### config.mk
export PLATFORM = sky130hd
export DESIGN_NAME = cmf_fifo_ctrl
export DESIGN_NICKNAME = d
export VERILOG_FILES = /design/src/cmf_pkg.sv /design/src/cmf_sync.sv /design/src/cmf_level.sv /design/src/cmf_fifo_ctrl.sv
export VERILOG_INCLUDE_DIRS = /design/src /design/src/src
export SDC_FILE = /design/constraint.sdc
export NUM_CORES = 1
export LEC_CHECK = 0
export ABC_CLOCK_PERIOD_IN_PS = 3300
export BUFFER_PORTS_ARGS = -buffer_cell sky130_fd_sc_hd__buf_2
export CAP_MARGIN = 15
export CORE_ASPECT_RATIO = 1.25
export CORE_MARGIN = 1.5
export CORE_UTILIZATION = 40
export CTS_CLUSTER_DIAMETER = 50
export DETAILED_ROUTE_END_ITERATION = 6
export GPL_ROUTABILITY_DRIVEN = 0
export SLEW_MARGIN = 25
export SYNTH_ARGS = -nofsm -noshare
export SYNTH_HDL_FRONTEND = slang
export SYNTH_HIERARCHICAL = 1
export SYNTH_SLANG_ARGS = --single-unit
### constraint.sdc
create_clock -name clk -period 3.3 [get_ports clk]
set_input_delay 0.165 -clock clk [delete_from_list [all_inputs] [get_ports clk]]
set_output_delay 0.165 -clock clk [all_outputs]
set_load 0.005 [all_outputs]
### src/cmf_params.svh
// Constants for the CAN message FIFO control block.
// Operation
// - Payload size code 000..111 selects 8,12,16,20,24,32,48 or 64 data bytes.
// - Five-bit depth field gives depth of field value plus one messages.
// - Retry code, honoured only under global limit: 00 none, 01 three, 1x unlimited.
// - Five-bit transmit priority, zero lowest, all ones highest.
// - Payload, depth, direction and time-stamp enable change only in Configuration mode.
// - Writing one to clear request resets FIFO; hardware then clears it; zero ignored.
// - Clear request stays set in Configuration mode, clears itself in Normal mode.
// - Transmit send request starts sending; self-clears once every queued message is sent.
// - Writing zero to a set send request asks for an abort.
// - In a receive FIFO, send request writes do nothing.
// - Transmit FIFO: pointer advance moves the head by exactly one slot.
// - Receive FIFO: pointer advance moves the tail by exactly one slot.
// - Direction one means transmit, zero receive; dependent fields follow it.
// - Auto remote reply on: received remote request sets send request; off: untouched.
// - Time-stamp enable set stores a time stamp in each received message.
// - Low three enables gate direction-dependent level interrupts.
// - Slot index gives next slot to send, or next slot to fill.
// - Status reports aborted, lost arbitration and bus error per message.
// - Those status bits clear when send request sets, or on host writing zero.
// - Status and send request update on completion, abort and FIFO reset.
// - Attempts-exhausted flag flags run-out retries; reads zero for receive FIFOs.
// - Overflow flag sets on receive overflow; reads zero for transmit FIFOs.
// - Half flag means at most half full (transmit) or at least half (receive).
// - FIFO zero is the transmit queue and never receives.
`ifndef CMF_PARAMS_SVH
`define CMF_PARAMS_SVH

// Register select values on the register port.
`define CMF_REG_CONTROL 1'b0
`define CMF_REG_STATUS 1'b1

// Control register field positions.
`define CMF_PLSZ_LSB 29
`define CMF_DEPTH_LSB 24
`define CMF_RETRY_LSB 21
`define CMF_PRIO_LSB 16
`define CMF_CLEAR_BIT 10
`define CMF_SEND_BIT 9
`define CMF_ADV_BIT 8
`define CMF_DIR_BIT 7
`define CMF_RTR_BIT 6
`define CMF_TS_BIT 5
`define CMF_IE_LSB 0

// Status register field positions.
`define CMF_INDEX_LSB 8
`define CMF_ABORT_BIT 7
`define CMF_LARB_BIT 6
`define CMF_BERR_BIT 5
`define CMF_EXH_BIT 4
`define CMF_OVF_BIT 3

// Reset values and counts.
`define CMF_RETRY_RESET 2'h3
`define CMF_CLEAR_RESET 1'b1
`define CMF_RETRY_LIMIT 2'h3
`define CMF_PTR_ZERO 5'h00
`define CMF_COUNT_ZERO 6'h00
`define CMF_COUNT_ONE 6'h01
`define CMF_TXQ_INDEX 5'h00

`endif

### src/cmf_pkg.sv
// Types for the CAN message FIFO control block.
package cmf_pkg;

    typedef enum logic [1:0] {
        CMF_RETRY_NONE = 2'b00,
        CMF_RETRY_THREE = 2'b01,
        CMF_RETRY_ENDLESS = 2'b10,
        CMF_RETRY_ENDLESS2 = 2'b11
    } cmf_retry_t;

    typedef struct packed {
        logic [2:0] payload_size_sel;
        logic [4:0] fifo_depth_sel;
        cmf_retry_t retry_policy;
        logic [4:0] tx_priority;
        logic fifo_clear_req;
        logic send_request;
        logic direction_select;
        logic auto_remote_reply_en;
        logic rx_timestamp_en;
        logic [4:0] ie;
        logic [4:0] head;
        logic [4:0] tail;
        logic [5:0] count;
        logic [1:0] retries_left;
        logic aborted_flag;
        logic lost_arbitration_flag;
        logic bus_error_flag;
        logic retries_exhausted_flag;
        logic overflow_flag;
        logic [2:0] level_flags;
        logic link_prev;
        logic abort_req;
        logic retry_allowed;
        logic [6:0] payload_bytes;
        logic [5:0] depth_msgs;
        logic [4:0] irq;
        logic [31:0] rdata;
        logic rvalid;
    } cmf_state_t;

endpackage : cmf_pkg

### src/cmf_sync.sv
// Two-stage synchroniser for signals from outside the clock domain.
`timescale 1ns/1ps
`default_nettype none
module cmf_sync #(
    parameter int WIDTH = 1
) (
    // Clock and reset
    input wire logic clk,
    input wire logic rst_b,
    input wire logic ce,
    // Data
    input wire logic [WIDTH-1:0] d,
    output logic [WIDTH-1:0] q
);
    typedef struct packed {
        logic [WIDTH-1:0] meta;
        logic [WIDTH-1:0] stable;
    } cmf_sync_t;

    cmf_sync_t s;
    cmf_sync_t next_s;

    always_comb begin
        next_s = s;
        next_s.meta = d;
        next_s.stable = s.meta;
    end

    always_ff @(posedge clk or negedge rst_b) begin
        if (!rst_b) begin
            s <= '0;
        end else if (ce) begin
            s <= next_s;
        end
    end

    assign q = s.stable;
endmodule : cmf_sync
`default_nettype wire

### src/cmf_level.sv
// Direction-dependent fill-level flags of one message FIFO.
`timescale 1ns/1ps
`default_nettype none
`include "cmf_params.svh"
module cmf_level (
    // Fill state
    input wire logic [5:0] count,
    input wire logic [4:0] depth_sel,
    input wire logic is_tx,
    // Flags: empty/full, half, not-full/not-empty
    output logic [2:0] flags
);
    logic [5:0] depth;
    logic [6:0] twice;

    always_comb begin
        depth = {1'b0, depth_sel} + `CMF_COUNT_ONE;
        twice = {count, 1'b0};
        if (is_tx) begin
            flags[2] = (count == `CMF_COUNT_ZERO);
            flags[1] = (twice <= {1'b0, depth});
            flags[0] = (count != depth);
        end else begin
            flags[2] = (count == depth);
            flags[1] = (twice >= {1'b0, depth});
            flags[0] = (count != `CMF_COUNT_ZERO);
        end
    end
endmodule : cmf_level
`default_nettype wire

### src/cmf_fifo_ctrl.sv
// Control and status registers of one CAN message FIFO.
`timescale 1ns/1ps
`default_nettype none
`include "cmf_params.svh"
module cmf_fifo_ctrl #(
    parameter logic [4:0] FIFO_INDEX = 5'h01
) (
    // Clock, reset, enable
    input wire logic clk,
    input wire logic rst_b,
    input wire logic ce,
    // Controller mode
    input wire logic cfg_mode,
    input wire logic global_retry_limit_en,
    // Register port
    input wire logic reg_wr,
    input wire logic reg_rd,
    input wire logic reg_addr,
    input wire logic [3:0] reg_be,
    input wire logic [31:0] reg_wdata,
    output logic [31:0] reg_rdata,
    output logic reg_rvalid,
    // Protocol engine events, held for a full link clock period
    input wire logic link_clk,
    input wire logic ev_tx_done,
    input wire logic ev_tx_abort,
    input wire logic ev_lost_arb,
    input wire logic ev_bus_err,
    input wire logic ev_rx_msg,
    input wire logic ev_rtr_rx,
    // Controls towards engine and RAM
    output logic send_request,
    output logic abort_req,
    output logic retry_allowed,
    output logic [4:0] tx_priority,
    output logic [6:0] payload_bytes,
    output logic [5:0] depth_msgs,
    output logic [4:0] head_index,
    output logic [4:0] tail_index,
    output logic [4:0] message_slot_index,
    output logic ts_store,
    output logic is_transmit,
    // Interrupt requests: exhausted, overflow, three level flags
    output logic [4:0] irq
);
    cmf_pkg::cmf_state_t s;
    cmf_pkg::cmf_state_t next_s;
    logic [6:0] synced;
    logic [2:0] level;

    function automatic logic [6:0] payload_size_sel_bytes(input logic [2:0] code);
        case (code)
            3'h0: payload_size_sel_bytes = 7'h08;
            3'h1: payload_size_sel_bytes = 7'h0c;
            3'h2: payload_size_sel_bytes = 7'h10;
            3'h3: payload_size_sel_bytes = 7'h14;
            3'h4: payload_size_sel_bytes = 7'h18;
            3'h5: payload_size_sel_bytes = 7'h20;
            3'h6: payload_size_sel_bytes = 7'h30;
            default: payload_size_sel_bytes = 7'h40;
        endcase
    endfunction : payload_size_sel_bytes

    function automatic logic retry_ok(input logic limit_en, input cmf_pkg::cmf_retry_t pol,
                                      input logic [1:0] left);
        if (!limit_en) begin
            retry_ok = 1'b1;
        end else begin
            case (pol)
                cmf_pkg::CMF_RETRY_NONE: retry_ok = 1'b0;
                cmf_pkg::CMF_RETRY_THREE: retry_ok = (left != 2'h0);
                default: retry_ok = 1'b1;
            endcase
        end
    endfunction : retry_ok

    function automatic logic [4:0] ptr_step(input logic [4:0] ptr, input logic [4:0] last);
        ptr_step = (ptr == last) ? `CMF_PTR_ZERO : ptr + 5'h01;
    endfunction : ptr_step

    function automatic logic [5:0] depth_of(input logic [4:0] sel);
        depth_of = {1'b0, sel} + `CMF_COUNT_ONE;
    endfunction : depth_of

    // The link clock and the event lines go through the same two stages, so an
    // event sampled at a detected link edge lines up with that edge.
    cmf_sync #(
        .WIDTH(7)
    ) u_sync (
        .clk(clk),
        .rst_b(rst_b),
        .ce(ce),
        .d({link_clk, ev_rtr_rx, ev_rx_msg, ev_bus_err, ev_lost_arb, ev_tx_abort, ev_tx_done}),
        .q(synced)
    );

    // Level flags come from the registered count, so they trail it by a cycle.
    cmf_level u_level (
        .count(s.count),
        .depth_sel(s.fifo_depth_sel),
        .is_tx(s.direction_select),
        .flags(level)
    );

    always_comb begin
        logic link_rise;
        logic [5:0] ev;
        logic is_tx;
        logic wr_ctl;
        logic wr_sta;
        logic full;
        logic empty;
        logic adv;
        logic send_set;
        logic exh_eff;
        logic ovf_eff;
        next_s = s;
        link_rise = 1'b0;
        ev = 6'h00;
        is_tx = s.direction_select;
        wr_ctl = reg_wr && (reg_addr == `CMF_REG_CONTROL);
        wr_sta = reg_wr && (reg_addr == `CMF_REG_STATUS);
        full = (s.count == depth_of(s.fifo_depth_sel));
        empty = (s.count == `CMF_COUNT_ZERO);
        adv = 1'b0;
        send_set = 1'b0;
        exh_eff = 1'b0;
        ovf_eff = 1'b0;
        next_s.abort_req = 1'b0;
        next_s.rvalid = 1'b0;

        link_rise = synced[6] && !s.link_prev;
        next_s.link_prev = synced[6];
        if (link_rise) begin
            ev = synced[5:0];
        end

        // Sizing and direction are frozen outside Configuration mode.
        if (wr_ctl && cfg_mode) begin
            if (reg_be[3]) begin
                next_s.payload_size_sel = reg_wdata[`CMF_PLSZ_LSB +: 3];
                next_s.fifo_depth_sel = reg_wdata[`CMF_DEPTH_LSB +: 5];
            end
            if (reg_be[0]) begin
                // The transmit queue can never be turned into a receiver.
                next_s.direction_select = reg_wdata[`CMF_DIR_BIT] ||
                                          (FIFO_INDEX == `CMF_TXQ_INDEX);
                next_s.rx_timestamp_en = reg_wdata[`CMF_TS_BIT];
            end
        end
        if (wr_ctl && reg_be[2]) begin
            next_s.retry_policy = cmf_pkg::cmf_retry_t'(reg_wdata[`CMF_RETRY_LSB +: 2]);
            next_s.tx_priority = reg_wdata[`CMF_PRIO_LSB +: 5];
        end
        if (wr_ctl && reg_be[0]) begin
            next_s.auto_remote_reply_en = reg_wdata[`CMF_RTR_BIT];
            next_s.ie = reg_wdata[`CMF_IE_LSB +: 5];
        end

        // Byte 1: clear request, send request, pointer advance.
        if (wr_ctl && reg_be[1]) begin
            if (reg_wdata[`CMF_CLEAR_BIT]) begin
                next_s.fifo_clear_req = 1'b1;
            end
            if (is_tx && !cfg_mode && !s.fifo_clear_req) begin
                if (reg_wdata[`CMF_SEND_BIT] && !s.send_request) begin
                    send_set = 1'b1;
                end else if (!reg_wdata[`CMF_SEND_BIT] && s.send_request) begin
                    next_s.send_request = 1'b0;
                    next_s.abort_req = 1'b1;
                end
            end
            adv = reg_wdata[`CMF_ADV_BIT] && !cfg_mode && !s.fifo_clear_req;
        end

        // Host clears of status bits go first so that a same-cycle event wins.
        if (wr_sta && reg_be[0]) begin
            next_s.aborted_flag = s.aborted_flag && reg_wdata[`CMF_ABORT_BIT];
            next_s.lost_arbitration_flag = s.lost_arbitration_flag &&
                                           reg_wdata[`CMF_LARB_BIT];
            next_s.bus_error_flag = s.bus_error_flag && reg_wdata[`CMF_BERR_BIT];
            next_s.retries_exhausted_flag = s.retries_exhausted_flag &&
                                            reg_wdata[`CMF_EXH_BIT];
            next_s.overflow_flag = s.overflow_flag && reg_wdata[`CMF_OVF_BIT];
        end

        // A remote request answered automatically.
        if (ev[5] && is_tx && s.auto_remote_reply_en && !s.send_request) begin
            send_set = 1'b1;
        end
        if (send_set) begin
            next_s.send_request = 1'b1;
            next_s.aborted_flag = 1'b0;
            next_s.lost_arbitration_flag = 1'b0;
            next_s.bus_error_flag = 1'b0;
            next_s.retries_left = `CMF_RETRY_LIMIT;
        end

        if (is_tx) begin
            if (adv && !full) begin
                next_s.head = ptr_step(s.head, s.fifo_depth_sel);
                next_s.count = next_s.count + `CMF_COUNT_ONE;
            end
            if (ev[0] && !empty) begin
                next_s.tail = ptr_step(s.tail, s.fifo_depth_sel);
                next_s.count = next_s.count - `CMF_COUNT_ONE;
                next_s.aborted_flag = 1'b0;
                next_s.retries_left = `CMF_RETRY_LIMIT;
                if (s.count == `CMF_COUNT_ONE) begin
                    next_s.send_request = 1'b0;
                end
            end
            if (ev[1]) begin
                next_s.aborted_flag = 1'b1;
                next_s.send_request = 1'b0;
            end
            if (ev[2] || ev[3]) begin
                next_s.lost_arbitration_flag = next_s.lost_arbitration_flag || ev[2];
                next_s.bus_error_flag = next_s.bus_error_flag || ev[3];
                if (!s.retry_allowed) begin
                    // No attempt left: give up on the message.
                    next_s.retries_exhausted_flag = 1'b1;
                    next_s.aborted_flag = 1'b1;
                    next_s.send_request = 1'b0;
                end else if (global_retry_limit_en &&
                             s.retry_policy == cmf_pkg::CMF_RETRY_THREE) begin
                    next_s.retries_left = s.retries_left - 2'h1;
                end
            end
        end else begin
            if (adv && !empty) begin
                next_s.tail = ptr_step(s.tail, s.fifo_depth_sel);
                next_s.count = next_s.count - `CMF_COUNT_ONE;
            end
            if (ev[4]) begin
                if (full) begin
                    next_s.overflow_flag = 1'b1;
                end else begin
                    next_s.head = ptr_step(s.head, s.fifo_depth_sel);
                    next_s.count = next_s.count + `CMF_COUNT_ONE;
                end
            end
        end

        // Configuration mode holds the FIFO in reset; Normal mode finishes it.
        if (cfg_mode || s.fifo_clear_req) begin
            next_s.fifo_clear_req = cfg_mode;
            next_s.head = `CMF_PTR_ZERO;
            next_s.tail = `CMF_PTR_ZERO;
            next_s.count = `CMF_COUNT_ZERO;
            next_s.send_request = 1'b0;
            next_s.aborted_flag = 1'b0;
            next_s.lost_arbitration_flag = 1'b0;
            next_s.bus_error_flag = 1'b0;
            next_s.retries_exhausted_flag = 1'b0;
            next_s.overflow_flag = 1'b0;
            next_s.retries_left = `CMF_RETRY_LIMIT;
            next_s.abort_req = s.send_request;
        end

        exh_eff = s.retries_exhausted_flag && s.direction_select;
        ovf_eff = s.overflow_flag && !s.direction_select;
        next_s.level_flags = level;
        next_s.irq = {exh_eff, ovf_eff, s.level_flags} & s.ie;
        next_s.retry_allowed = retry_ok(global_retry_limit_en, s.retry_policy,
                                        next_s.retries_left);
        next_s.payload_bytes = payload_size_sel_bytes(s.payload_size_sel);
        next_s.depth_msgs = depth_of(s.fifo_depth_sel);

        if (reg_rd) begin
            next_s.rvalid = 1'b1;
            if (reg_addr == `CMF_REG_CONTROL) begin
                next_s.rdata = '0;
                next_s.rdata[`CMF_PLSZ_LSB +: 3] = s.payload_size_sel;
                next_s.rdata[`CMF_DEPTH_LSB +: 5] = s.fifo_depth_sel;
                next_s.rdata[`CMF_RETRY_LSB +: 2] = s.retry_policy;
                next_s.rdata[`CMF_PRIO_LSB +: 5] = s.tx_priority;
                next_s.rdata[`CMF_CLEAR_BIT] = s.fifo_clear_req;
                next_s.rdata[`CMF_SEND_BIT] = s.send_request;
                next_s.rdata[`CMF_DIR_BIT] = s.direction_select;
                next_s.rdata[`CMF_RTR_BIT] = s.auto_remote_reply_en;
                next_s.rdata[`CMF_TS_BIT] = s.rx_timestamp_en;
                next_s.rdata[`CMF_IE_LSB +: 5] = s.ie;
            end else begin
                next_s.rdata = '0;
                // Transmit shows the next slot to send, receive the next to fill.
                next_s.rdata[`CMF_INDEX_LSB +: 5] = s.direction_select ? s.tail : s.head;
                next_s.rdata[`CMF_ABORT_BIT] = s.aborted_flag;
                next_s.rdata[`CMF_LARB_BIT] = s.lost_arbitration_flag;
                next_s.rdata[`CMF_BERR_BIT] = s.bus_error_flag;
                next_s.rdata[`CMF_EXH_BIT] = exh_eff;
                next_s.rdata[`CMF_OVF_BIT] = ovf_eff;
                next_s.rdata[2:0] = s.level_flags;
            end
        end
    end

    always_ff @(posedge clk or negedge rst_b) begin
        if (!rst_b) begin
            s <= '0;
            s.retry_policy <= cmf_pkg::cmf_retry_t'(`CMF_RETRY_RESET);
            s.fifo_clear_req <= `CMF_CLEAR_RESET;
            s.direction_select <= (FIFO_INDEX == `CMF_TXQ_INDEX);
            s.retries_left <= `CMF_RETRY_LIMIT;
            s.payload_bytes <= 7'h08;
            s.depth_msgs <= `CMF_COUNT_ONE;
            s.retry_allowed <= 1'b1;
        end else if (ce) begin
            s <= next_s;
        end
    end

    assign reg_rdata = s.rdata;
    assign reg_rvalid = s.rvalid;
    assign send_request = s.send_request;
    assign abort_req = s.abort_req;
    assign retry_allowed = s.retry_allowed;
    assign tx_priority = s.tx_priority;
    assign payload_bytes = s.payload_bytes;
    assign depth_msgs = s.depth_msgs;
    assign head_index = s.head;
    assign tail_index = s.tail;
    assign message_slot_index = s.direction_select ? s.tail : s.head;
    assign ts_store = s.rx_timestamp_en && !s.direction_select;
    assign is_transmit = s.direction_select;
    assign irq = s.irq;
endmodule : cmf_fifo_ctrl
`default_nettype wire

==> metrics.csv, run 1 <==
stage,metric,value,unit
clock_network,clkTransAtPathRegs,0.06,ns
worst_setup_path,path_cells,"nand3_1, nor3_1, nor4_4, buf_4, a21oi_2, mux2_2, o21ai_2, or2_2, o31ai_1",
worst_setup_path,worst-path-buf-inv,1,
clock_network,clock-sinks,113,
placement,dp_slack,0.4891,ns
floorplanning,rows,52,
hold_path,hold_class,in -> reg,
yosys,synthArstFlopShare,1.000,
worst_setup_path,crit_path_max_incr_delay,0.69,ns
detailed_routing,drt_iter0_drc,357,
global_route,grt_busiest_layer,met2,
outcome,status,"complete, no violations",
yosys,syn_area_per_cell,9.644,um^2
timing,min_period_over_period,0.8659,
clock_network,cts_tree,done,
detailed_routing,vias_per_cell,5.303,
timing,setup_tns,0,ns
global_route,grt_pass1_wl,27.53,mm
global_route,grt_pass1_vias,5421,
yosys,netlist_instances,688,
timing,setup_viol,0,
worst_setup_path,crit_arrival,3.17,ns
global_route,overflow,0,
global_route,grtUsageMet1,0.2449,
timing,holdWs,0.01954,ns
worst_setup_path,cp.required,3.62,ns
global_route,met3_usage,0.04425,
layout,fin_util,0.4853,
detailed_routing,vias,5324,
worst_setup_path,end_kind,flop,
clock_network,clock_latency,0.42,ns
yosys,ys_warn_count,6,
yosys,synthDistinctLibCells,63,
detailed_routing,wirelength,16.90,mm
floorplanning,fp.dieArea,17370,um^2
yosys,synth_edf_count,0,
worst_setup_path,cp_top_family,simple AND/OR/NAND/NOR gates,
clock_network,clockBufferDepth,2,
layout,stdcell_area,7863,um^2
floorplanning,start_util,0.4096,
clock_network,cts_made_buffers,17,
timing,layout_setup_ws,0.4426,ns
layout,final_nets,840,
job,maxCapViolations,0,
worst_setup_path,crit_type,reg -> reg,
layout,syn2layout_area_growth,18.50,%
floorplanning,io_pins,127,
timing,finalMaxSlewViolations,0,
detailed_routing,drc,0,
global_route,antenna_found_initial,0,
layout,drive_gt1_frac,0.2970,
detailed_routing,ant_nets,0,
yosys,ys_seq_area_frac,0.4277,
timing,max_freq,0.3500,GHz
timing,worstMarginPinSlew,0.8750,ns
placement,dp_hpwl,12.14,mm
yosys,ys_ff_latch,113,
yosys,netlist_area,6635,um^2
global_route,track_usage,0.2018,
global_route,grt_start_max_net_pins,75,
detailed_routing,dr.pass1.iters,4,
floorplanning,die_w,118.2,um
timing,hold_viol_final,0,
yosys,ys.flop_type,dfrtp_1,
detailed_routing,wl_per_cell,16.83,um
timing,finalClockSkew,0.007835,ns
floorplanning,coreArea,16200,um^2
worst_setup_path,cp-start-kind,flop,
timing,maxSlewHeadroom,0.4146,
global_route,grtUsageMet2,0.3305,
layout,final_common_cell,buf_2,
clock_network,htree_levels,4,
timing,period_needed,2.857,ns
clock_network,cts_root_buf,clkbuf_16,
placement,portBuffers,114,
power,ir_worst_vdd,302.8,uV
power,p_per_area,579.2,nW/um^2
layout,final_cell_mix,"113 x buf_2, 105 x dfrtp_1, 72 x nand2_1, 63 x o21ai_0, 51 x mux2_2",
floorplanning,die_y,147.0,um
placement,dpl_cell_area,7009,um^2
timing,rsz0062_at_grt,no,
worst_setup_path,cp_slowest_cell,dfrtp_1,
layout,antenna_cells,0,
power,leakagePower,3.583,nW
worst_setup_path,path_max_fanout,12,
-- layer usage --
layer  wire, um  vias up  share of wire
met3        760       44          0.045
met1       7185     2606           0.43
met4        613        0          0.036
met2       8340      168           0.49
met5          0        -              0
li1           -     2506              -
-- flip-flops by register name, summed over array words and instances, names as in the netlist --
register,count
abort_req,1
depth_msgs,6
head_index,5
irq,5
is_transmit,1
payload_bytes,5
reg_rdata,28
reg_rvalid,1
retry_allowed,1
s,35
send_request,1
tail_index,5
tx_priority,5
u_sync/next_s,7
u_sync/q,7
-- report_power, final --
group          internal [mW]  total [mW]  switching [mW]  leakage, nW
combinational          0.486        1.02           0.529         1.88
sequential              1.61        1.81           0.207         1.43
clock                   1.04        1.73           0.683        0.272
total                   3.13        4.55            1.42         3.58
-- cell families after synthesis --
kind of cell	after synthesis	share of synthesized area
buf+inv	124	0.1097
compound gates	132	0.1199
simple gates	189	0.1414
xor+xnor	47	0.06204
mux	68	0.1122
fa+ha+maj	14	0.02640
flops	113	0.4277
other cells	1	0.0005652
-- Yosys cell counts, drive strengths merged (3+ instances only) --
cell | count | area, um^2
a21o | 3 | 23.77
a21oi | 26 | 141.4
a31oi | 4 | 25.02
and2 | 3 | 18.77
and3 | 4 | 25.02
buf | 78 | 555.5
clkbuf | 18 | 67.56
dfrtp | 105 | 2628
dfstp | 8 | 210.2
ha | 14 | 175.2
inv | 28 | 105.1
mux2 | 51 | 574.3
mux2i | 17 | 170.2
nand2 | 73 | 274.0
nand2b | 4 | 25.02
nand3 | 28 | 140.1
nand4 | 11 | 68.82
nand4b | 3 | 26.28
nor2 | 29 | 108.9
nor2b | 8 | 50.05
nor3 | 8 | 45.04
nor4 | 5 | 52.55
o21ai | 68 | 344.1
o22ai | 3 | 18.77
o31ai | 10 | 75.07
or2 | 3 | 18.77
xnor2 | 28 | 245.2
xor2 | 19 | 166.4
-- worst paths after layout --
kind                            depth (start not counted)  slack [ns]                           end                 startpoint
worst max-delay path                                    9        0.44     head_index[3]$_DFFE_PN0P_         s[101]$_DFFE_PN0P_
worst min-delay path                                    2        0.02             s[86]$_DFFE_PN0P_               reg_wdata[6]
worst max register to register                          9        0.44     head_index[3]$_DFFE_PN0P_         s[101]$_DFFE_PN0P_
worst min register to register                          2        0.47     depth_msgs[0]$_DFFE_PN1P_  depth_msgs[0]$_DFFE_PN1P_
max in group asynchronous                               3        2.27             s[96]$_DFFE_PN1P_                      rst_b
min in group asynchronous                               2        0.33  u_sync/next_s[3]$_DFFE_PN0P_                      rst_b
-- worst register-to-register path: cells and delay by family, from the launching register on --
| kind | cells | cell delay (ns) |
|---|---|---|
| buffers and inverters | 1 | 0.17 |
| AOI/OAI and AO/OA | 3 | 0.67 |
| DFF | 1 | 0.69 |
| and+or+nand+nor | 4 | 0.96 |
| muxes | 1 | 0.26 |
-- cell type report --
cell class	count	area, um^2
Sequential cell	113	2838
Tap cell	216	270.3
Timing Repair Buffer	159	999.7
Multi-Input combinational cell	456	3090
Clock buffer	18	429.2
Inverter	28	105.1
Fill cell	1491	8338
Clock inverter	14	130.1
-- per-stage QoR --
| stage | power [mW] | std cells |
|---|---|---|
| finish | 4.554 | 1004 |
| global route | 4.799 | 1004 |
| CTS | 4.594 | 1004 |
| detailed placement | 2.820 | 943 |
| global placement | 2.783 | 943 |
| floorplan | 2.571 | 693 |
-- what timing repair did --
item | 4_1_cts | 5_1_grt
resized for setup | 0 | 0
hold buffers | 29 | 0
buffers inserted | 0 | 0
hold endpoints to repair | 98 | 0
Power figures use the tool's default switching activity.
==> run 2, diff against run 1 <==
Settings changed: CTS_BUF_LIST set to sky130_fd_sc_hd__clkbuf_8, REMOVE_ABC_BUFFERS set to 1, SYNTH_HIERARCHICAL 1 to unset.
==> run 2 against run 1 <==
- clock power is 29% lower
- utilization decreased by 1.6 points
- hold slack better by 0.056 ns
- via count is 1.8% lower
- wire length down 1.2%
- highest routed layer unchanged
==> metrics.csv, run 2 <==
stage,metric,value,unit,change
outcome,status,"complete, no violations",,
global_route,grt_pass1_wl,27.26,mm,-1.0%
detailed_routing,vias,5227,,-1.8%
worst_setup_path,crit_path_start,s[98]$_DFFE_PN0P_,,
worst_setup_path,r2r_slack,0.26,ns,-0.18 ns
layout,largest_register_ffs,35,,unchanged
yosys,synthDistinctLibCells,78,,+24%
global_route,track_usage,0.1989,,-0.002882
timing,rsz0062_at_grt,no,,
global_route,grt_start_max_net_pins,71,,-5.3%
timing,period_needed,3.036,ns,+0.1790 ns
layout,regMostFlops,s,,
worst_setup_path,cp-start-kind,flop,,
clock_network,clkTransAtPathRegs,0.08,ns,+0.02 ns
global_route,antenna_found_initial,0,,unchanged
yosys,synth_edf_count,0,,unchanged
worst_setup_path,crit_arrival,3.35,ns,+0.18 ns
power,leakagePower,3.492,nW,-2.5%
power,ir_worst_vdd,222.4,uV,-27%
yosys,netlist_instances,676,,-1.7%
detailed_routing,ant_nets,0,,unchanged
global_route,overflow,0,,unchanged
timing,setup_viol,0,,unchanged
floorplanning,die_w,117.9,um,-0.22%
worst_setup_path,path_max_fanout,7,,-5
worst_setup_path,crit_end,s[68]$_DFFE_PN0P_,,
clock_network,clock_latency,0.44,ns,+0.02 ns
yosys,syn_area_per_cell,9.771,um^2,+1.3%
layout,drive_gt1_frac,0.3044,,+0.007450
detailed_routing,wl_per_cell,16.90,um,+0.42%
yosys,yosysMostFrequentCell,dfrtp_1,,
yosys,yosysTopAreaCell,dfrtp_1,,
clock_network,clock-sinks,113,,unchanged
timing,finalClockSkew,0.01472,ns,+0.006888 ns
layout,fillers,1533,,+2.8%
placement,dpl_cell_area,6913,um^2,-1.4%
clock_network,cts_root_buf,clkbuf_8,,
clock_network,cts_made_buffers,17,,unchanged
floorplanning,fp.dieArea,17300,um^2,-0.44%
layout,final_cell_mix,"113 x buf_2, 105 x dfrtp_1, 72 x nand2_1, 56 x o21ai_0, 47 x mux2_2",,
layout,antenna_cells,0,,unchanged
floorplanning,die_y,146.7,um,-0.22%
floorplanning,start_util,0.4077,,-0.001854
yosys,ys_seq_area_frac,0.4296,,+0.001944
layout,syn2layout_area_growth,15.10,%,
yosys,ys.flop_type,dfrtp_1,,
layout,final_common_cell,buf_2,,
timing,finalMaxSlewViolations,0,,unchanged
yosys,synthArstFlopShare,1.000,,unchanged
floorplanning,coreArea,16200,um^2,unchanged
clock_network,cts_tree,done,,
timing,setup_tns,0,ns,unchanged
yosys,synth_area_leaders,"dfrtp_1 40%, mux2_2 8.0%, buf_4 8.0%",,
job,maxCapViolations,0,,unchanged
worst_setup_path,worstReg2RegEnd,s[68]$_DFFE_PN0P_,,
timing,hold_viol_final,0,,unchanged
clock_network,htree_levels,4,,unchanged
layout,final_nets,823,,-2.0%
yosys,ys_ff_latch,113,,unchanged
timing,maxSlewHeadroom,0.3902,,-0.02438
placement,portBuffers,114,,unchanged
detailed_routing,drc,0,,unchanged
detailed_routing,drt_iter0_drc,316,,-11%
timing,max_freq,0.3293,GHz,-5.9%
placement,dp_hpwl,12.09,mm,-0.40%
worst_setup_path,reg2reg_from,s[98]$_DFFE_PN0P_,,
worst_setup_path,end_kind,flop,,
floorplanning,rows,52,,unchanged
power,power.total,3.798,mW,-17%
worst_setup_path,crit_type,reg -> reg,,
worst_setup_path,ff2ff_path_depth,12,,+3
layout,stdcell_area,7602,um^2,-3.3%
hold_path,hold_class,in -> reg,,
yosys,ys_warn_count,0,,-6
power,p_per_area,499.6,nW/um^2,-14%
timing,worstMarginPinSlew,0.9114,ns,+0.03644 ns
yosys,netlist_area,6605,um^2,-0.45%
yosys,synth_top_area_frac,0.3978,,+0.001800
global_route,grt_pass1_vias,5352,,-1.3%
detailed_routing,dr.pass1.iters,5,,+1
clock_network,clockBufferDepth,2,,unchanged
yosys,netlist_top_cells_count,"105 x dfrtp_1, 73 x nand2_1, 70 x buf_4",,
detailed_routing,vias_per_cell,5.290,,-0.23%
timing,min_period_over_period,0.9201,,+0.05423
detailed_routing,wirelength,16.70,mm,-1.2%
worst_setup_path,cp.required,3.61,ns,about the same
floorplanning,io_pins,127,,unchanged
[run 2: worst max-delay path, stage by stage, from the launching register on]
cell      delay [ns]
dfrtp_1         0.47
ha_1            0.35
xor2_1          0.17
a211oi_1        0.24
o2111a_2        0.26
or2b_2          0.16
mux2i_1         0.23
ha_1            0.20
nand2_1         0.10
mux2i_1         0.16
o31ai_1         0.30
xnor2_1         0.16
o221ai_1        0.11
[run 2: cell type report]
type                       count  area [um^2]  share of cell area
timing repair buffer         162         1013              0.1333
inverter                      28        105.1             0.01382
multi-input combinational    437         3007              0.3955
clock inverter                15        135.1             0.01777
tap                          216        270.3             0.03555
sequential                   113         2838              0.3733
clock buffer                  17        234.0             0.03078
[run 2: repair_timing]
item | in CTS | in global routing
setup endpoints to repair | 0 | 0
resized for setup | 0 | 0
setup buffers | 0 | 0
hold endpoints to repair | 95 | 0
hold buffers | 32 | 0
[run 2: cells by family (layout without fill, tap and decap cells)]
group,count (synthesis),in the layout,share of synthesized area
AO/OA/AOI/OAI,134,134,0.1309
XOR/XNOR,29,29,0.04054
adder cells (fa/ha/maj),13,13,0.02463
buffers and inverters,131,222,0.1184
flip-flops,113,113,0.4296
multiplexers,68,68,0.1120
other,1,6,0.0005677
AND/OR/NAND/NOR,187,187,0.1434
[run 2: how the worst min path moves through the flow]
stage,from,to,slack [ns],cells past startpoint
after floorplan,rst_b,abort_req$_DFFE_PN0P_,-0.13,0
after global placement,rst_b,u_sync.next_s[0]$_DFFE_PN0P_,0.32,1
after detailed placement,rst_b,u_sync.next_s[2]$_DFFE_PN0P_,0.35,1
after CTS,reg_wdata[10],s[89]$_DFFE_PN1P_,0.04,3
after global routing,reg_wdata[10],s[89]$_DFFE_PN1P_,0.10,3
final,reg_wdata[10],s[89]$_DFFE_PN1P_,0.08,3
[run 2: report_power, final]
part | total (mW) | switching [mW] | internal, mW
sequential | 1.77 | 0.174 | 1.60
combinational | 0.803 | 0.408 | 0.395
clock | 1.23 | 0.626 | 0.600
total | 3.80 | 1.21 | 2.59
[run 2: through the flow]
stage	setup WS (ns)	cells	hold WS, ns	util
detailed placement	0.2399	924	0.3519	0.4267
finish	0.2636	988	0.07554	0.4693
global route	0.08288	988	0.1041	0.4693
CTS	0.2565	988	0.03951	0.4693
global placement	0.3581	924	0.3224	0.4267
floorplan	0.2680	578	-0.1306	-
[run 2: metal layers]
layer	global-route usage	wire, um	vias up
met5	0	0	-
met4	0.1091	655	0
met3	0.03750	665	39
met2	0.3491	8552	174
met1	0.2280	6828	2556
li1	-	-	2458
==> run 3, diff against run 2 <==
Settings changed: SYNTH_HIERARCHICAL set to 1.
==> run 3 against run 2 <==
- hold slack improved by 0.0094 ns
- non-clock buffer count rose by 6
- first-iteration DRC count rose by 14%
- critical path depth fell by 4
- cell count rose by 2.5%
- highest routed layer unchanged
- largest power group unchanged
- clock skew barely moved
- final area rose by 2.3%
==> metrics.csv, run 3 (synthesized netlist as in run 1, its figures left out) <==
stage,metric,value,unit,change
worst_setup_path,crit_end,tail_index[3]$_DFFE_PN0P_,,
floorplanning,die_y,147.0,um,+0.22%
global_route,grtUsageMet1,0.2338,,+0.005879
power,leakagePower,3.547,nW,+1.6%
worst_setup_path,cp.required,3.65,ns,+0.04 ns
timing,worstMarginPinSlew,0.9140,ns,+0.002550 ns
timing,setup_tns,0,ns,unchanged
worst_setup_path,end_kind,flop,,
layout,fillers,1553,,+1.3%
detailed_routing,wirelength,16.34,mm,-2.2%
layout,multiInputGateArea,3090,um^2,+2.8%
layout,largest_register_ffs,35,,unchanged
layout,final_nets,849,,+3.2%
power,power.total,4.187,mW,+10%
clock_network,cts_resized,0,,unchanged
worst_setup_path,ff2ff_path_depth,8,,-4
detailed_routing,vias_per_cell,5.136,,-2.9%
clock_network,hold_buffers,32,,unchanged
timing,hold_viol_final,0,,unchanged
placement,dp_slack,0.5070,ns,+0.2671 ns
placement,post-place-cells,949,,+2.7%
worst_setup_path,crit_path_start,s[65]$_DFFE_PN0P_,,
global_route,grtUsageMet2,0.3363,,-0.01279
floorplanning,coreArea,16200,um^2,unchanged
floorplanning,fp.dieArea,17370,um^2,+0.44%
worst_setup_path,reg2reg_from,s[65]$_DFFE_PN0P_,,
hold_path,hold_class,in -> reg,,
placement,dp_hpwl,11.72,mm,-3.1%
placement,portBuffers,114,,unchanged
detailed_routing,drc,0,,unchanged
clock_network,postCtsSetupBuffers,0,,unchanged
clock_network,clockBufferDepth,2,,unchanged
layout,final_cell_mix,"113 x buf_2, 105 x dfrtp_1, 72 x nand2_1, 63 x o21ai_0, 51 x mux2_2",,
timing,min_period_over_period,0.8459,,-0.07418
layout,antenna_cells,0,,unchanged
floorplanning,start_util,0.4096,,+0.001854
global_route,grt_start_max_net_pins,66,,-7.0%
detailed_routing,vias,5203,,-0.46%
global_route,track_usage,0.1923,,-0.006597
worst_setup_path,r2r_slack,0.51,ns,+0.24 ns
timing,finalMaxSlewViolations,0,,unchanged
detailed_routing,wl_per_cell,16.13,um,-4.6%
detailed_routing,drt_iter0_drc,361,,+14%
clock_network,htree_levels,4,,unchanged
layout,syn2layout_area_growth,17.16,%,
job,maxCapViolations,0,,unchanged
worst_setup_path,crit_arrival,3.14,ns,-0.21 ns
layout,regArea,2838,um^2,unchanged
floorplanning,die_w,118.2,um,+0.22%
timing,period_needed,2.792,ns,-0.2448 ns
worst_setup_path,crit_type,reg -> reg,,
layout,fin_cells,1013,,+2.5%
worst_setup_path,worstReg2RegEnd,tail_index[3]$_DFFE_PN0P_,,
layout,regMostFlops,s,,
floorplanning,io_pins,127,,unchanged
global_route,grt_pass1_wl,26.60,mm,-2.4%
worst_setup_path,path_max_fanout,9,,+2
clock_network,cts_made_buffers,17,,unchanged
timing,maxSlewHeadroom,0.3885,,-0.001706
power,p_per_area,538.6,nW/um^2,+7.8%
timing,setup_viol,0,,unchanged
layout,final_common_cell,buf_2,,
global_route,met3_usage,0.03339,,-0.004115
clock_network,clkTransAtPathRegs,0.08,ns,about the same
floorplanning,rows,52,,unchanged
timing,layout_setup_ws,0.5084,ns,+0.2448 ns
global_route,antenna_found_initial,0,,unchanged
power,ir_worst_vdd,243.7,uV,+9.6%
outcome,status,"complete, no violations",,
clock_network,cts_root_buf,clkbuf_8,,
clock_network,clock-sinks,113,,unchanged
timing,rsz0062_at_grt,no,,
layout,drive_gt1_frac,0.3011,,-0.003275
global_route,overflow,0,,unchanged
clock_network,cts_tree,done,,
detailed_routing,dr.pass1.iters,4,,-1
clock_network,clock_latency,0.44,ns,about the same
global_route,grt_busiest_layer,met2,,
timing,max_freq,0.3582,GHz,+8.8%
detailed_routing,ant_nets,0,,unchanged
global_route,grt_pass1_vias,5175,,-3.3%
worst_setup_path,cp-start-kind,flop,,
timing,finalClockSkew,0.01459,ns,-0.0001319 ns
## run 3: final cells by class
type | count | area share
Clock buffer | 18 | 0.03187
Clock inverter | 14 | 0.02108
Inverter | 28 | 0.01352
Multi-Input combinational cell | 456 | 0.3976
Sequential cell | 113 | 0.3650
Tap cell | 216 | 0.03477
Timing Repair Buffer | 168 | 0.1362
## run 3: per-layer routing
| metal | share of wire | wire, um |
|---|---|---|
| met1 | 0.43 | 7026 |
| met2 | 0.52 | 8462 |
| met3 | 0.030 | 498 |
| met4 | 0.021 | 350 |
| met5 | 0 | 0 |
## run 3: critical path: stages, from the launching register on
cell and delay [ns]:
dfrtp_1 0.59, inv_1 0.18, ha_1 0.30, nand2_1 0.11, nand2_1 0.08, o21ai_0 0.42
o311ai_0 0.41, or2_2 0.42, o31ai_1 0.20
## run 3: how the worst min path moves through the flow
stage	from	to	depth (start not counted)
2_1_floorplan	rst_b	abort_req$_DFFE_PN0P_	0
3_3_place_gp	rst_b	tail_index[0]$_DFFE_PN0P_	1
3_5_place_dp	rst_b	tail_index[0]$_DFFE_PN0P_	1
4_1_cts	reg_wdata[10]	s[89]$_DFFE_PN1P_	3
5_1_grt	reg_wdata[10]	s[89]$_DFFE_PN1P_	3
6_report	reg_wdata[10]	s[89]$_DFFE_PN1P_	3
## run 3: power breakdown
part	leakage, nW	switching [mW]	internal, mW
Clock	0.198	0.593	0.761
Sequential	1.43	0.185	1.60
Combinational	1.92	0.541	0.502
Total	3.55	1.32	2.87
## run 3: per-stage QoR
stage | hold slack, ns | utilization | area, um^2
6_report | 0.08495 | 0.4798 | 7774
5_1_grt | 0.07617 | 0.4798 | 7774
3_3_place_gp | 0.3213 | 0.4347 | 7042
2_1_floorplan | -0.1306 | - | 6031
3_5_place_dp | 0.3240 | 0.4347 | 7042
4_1_cts | 0.05543 | 0.4798 | 7774
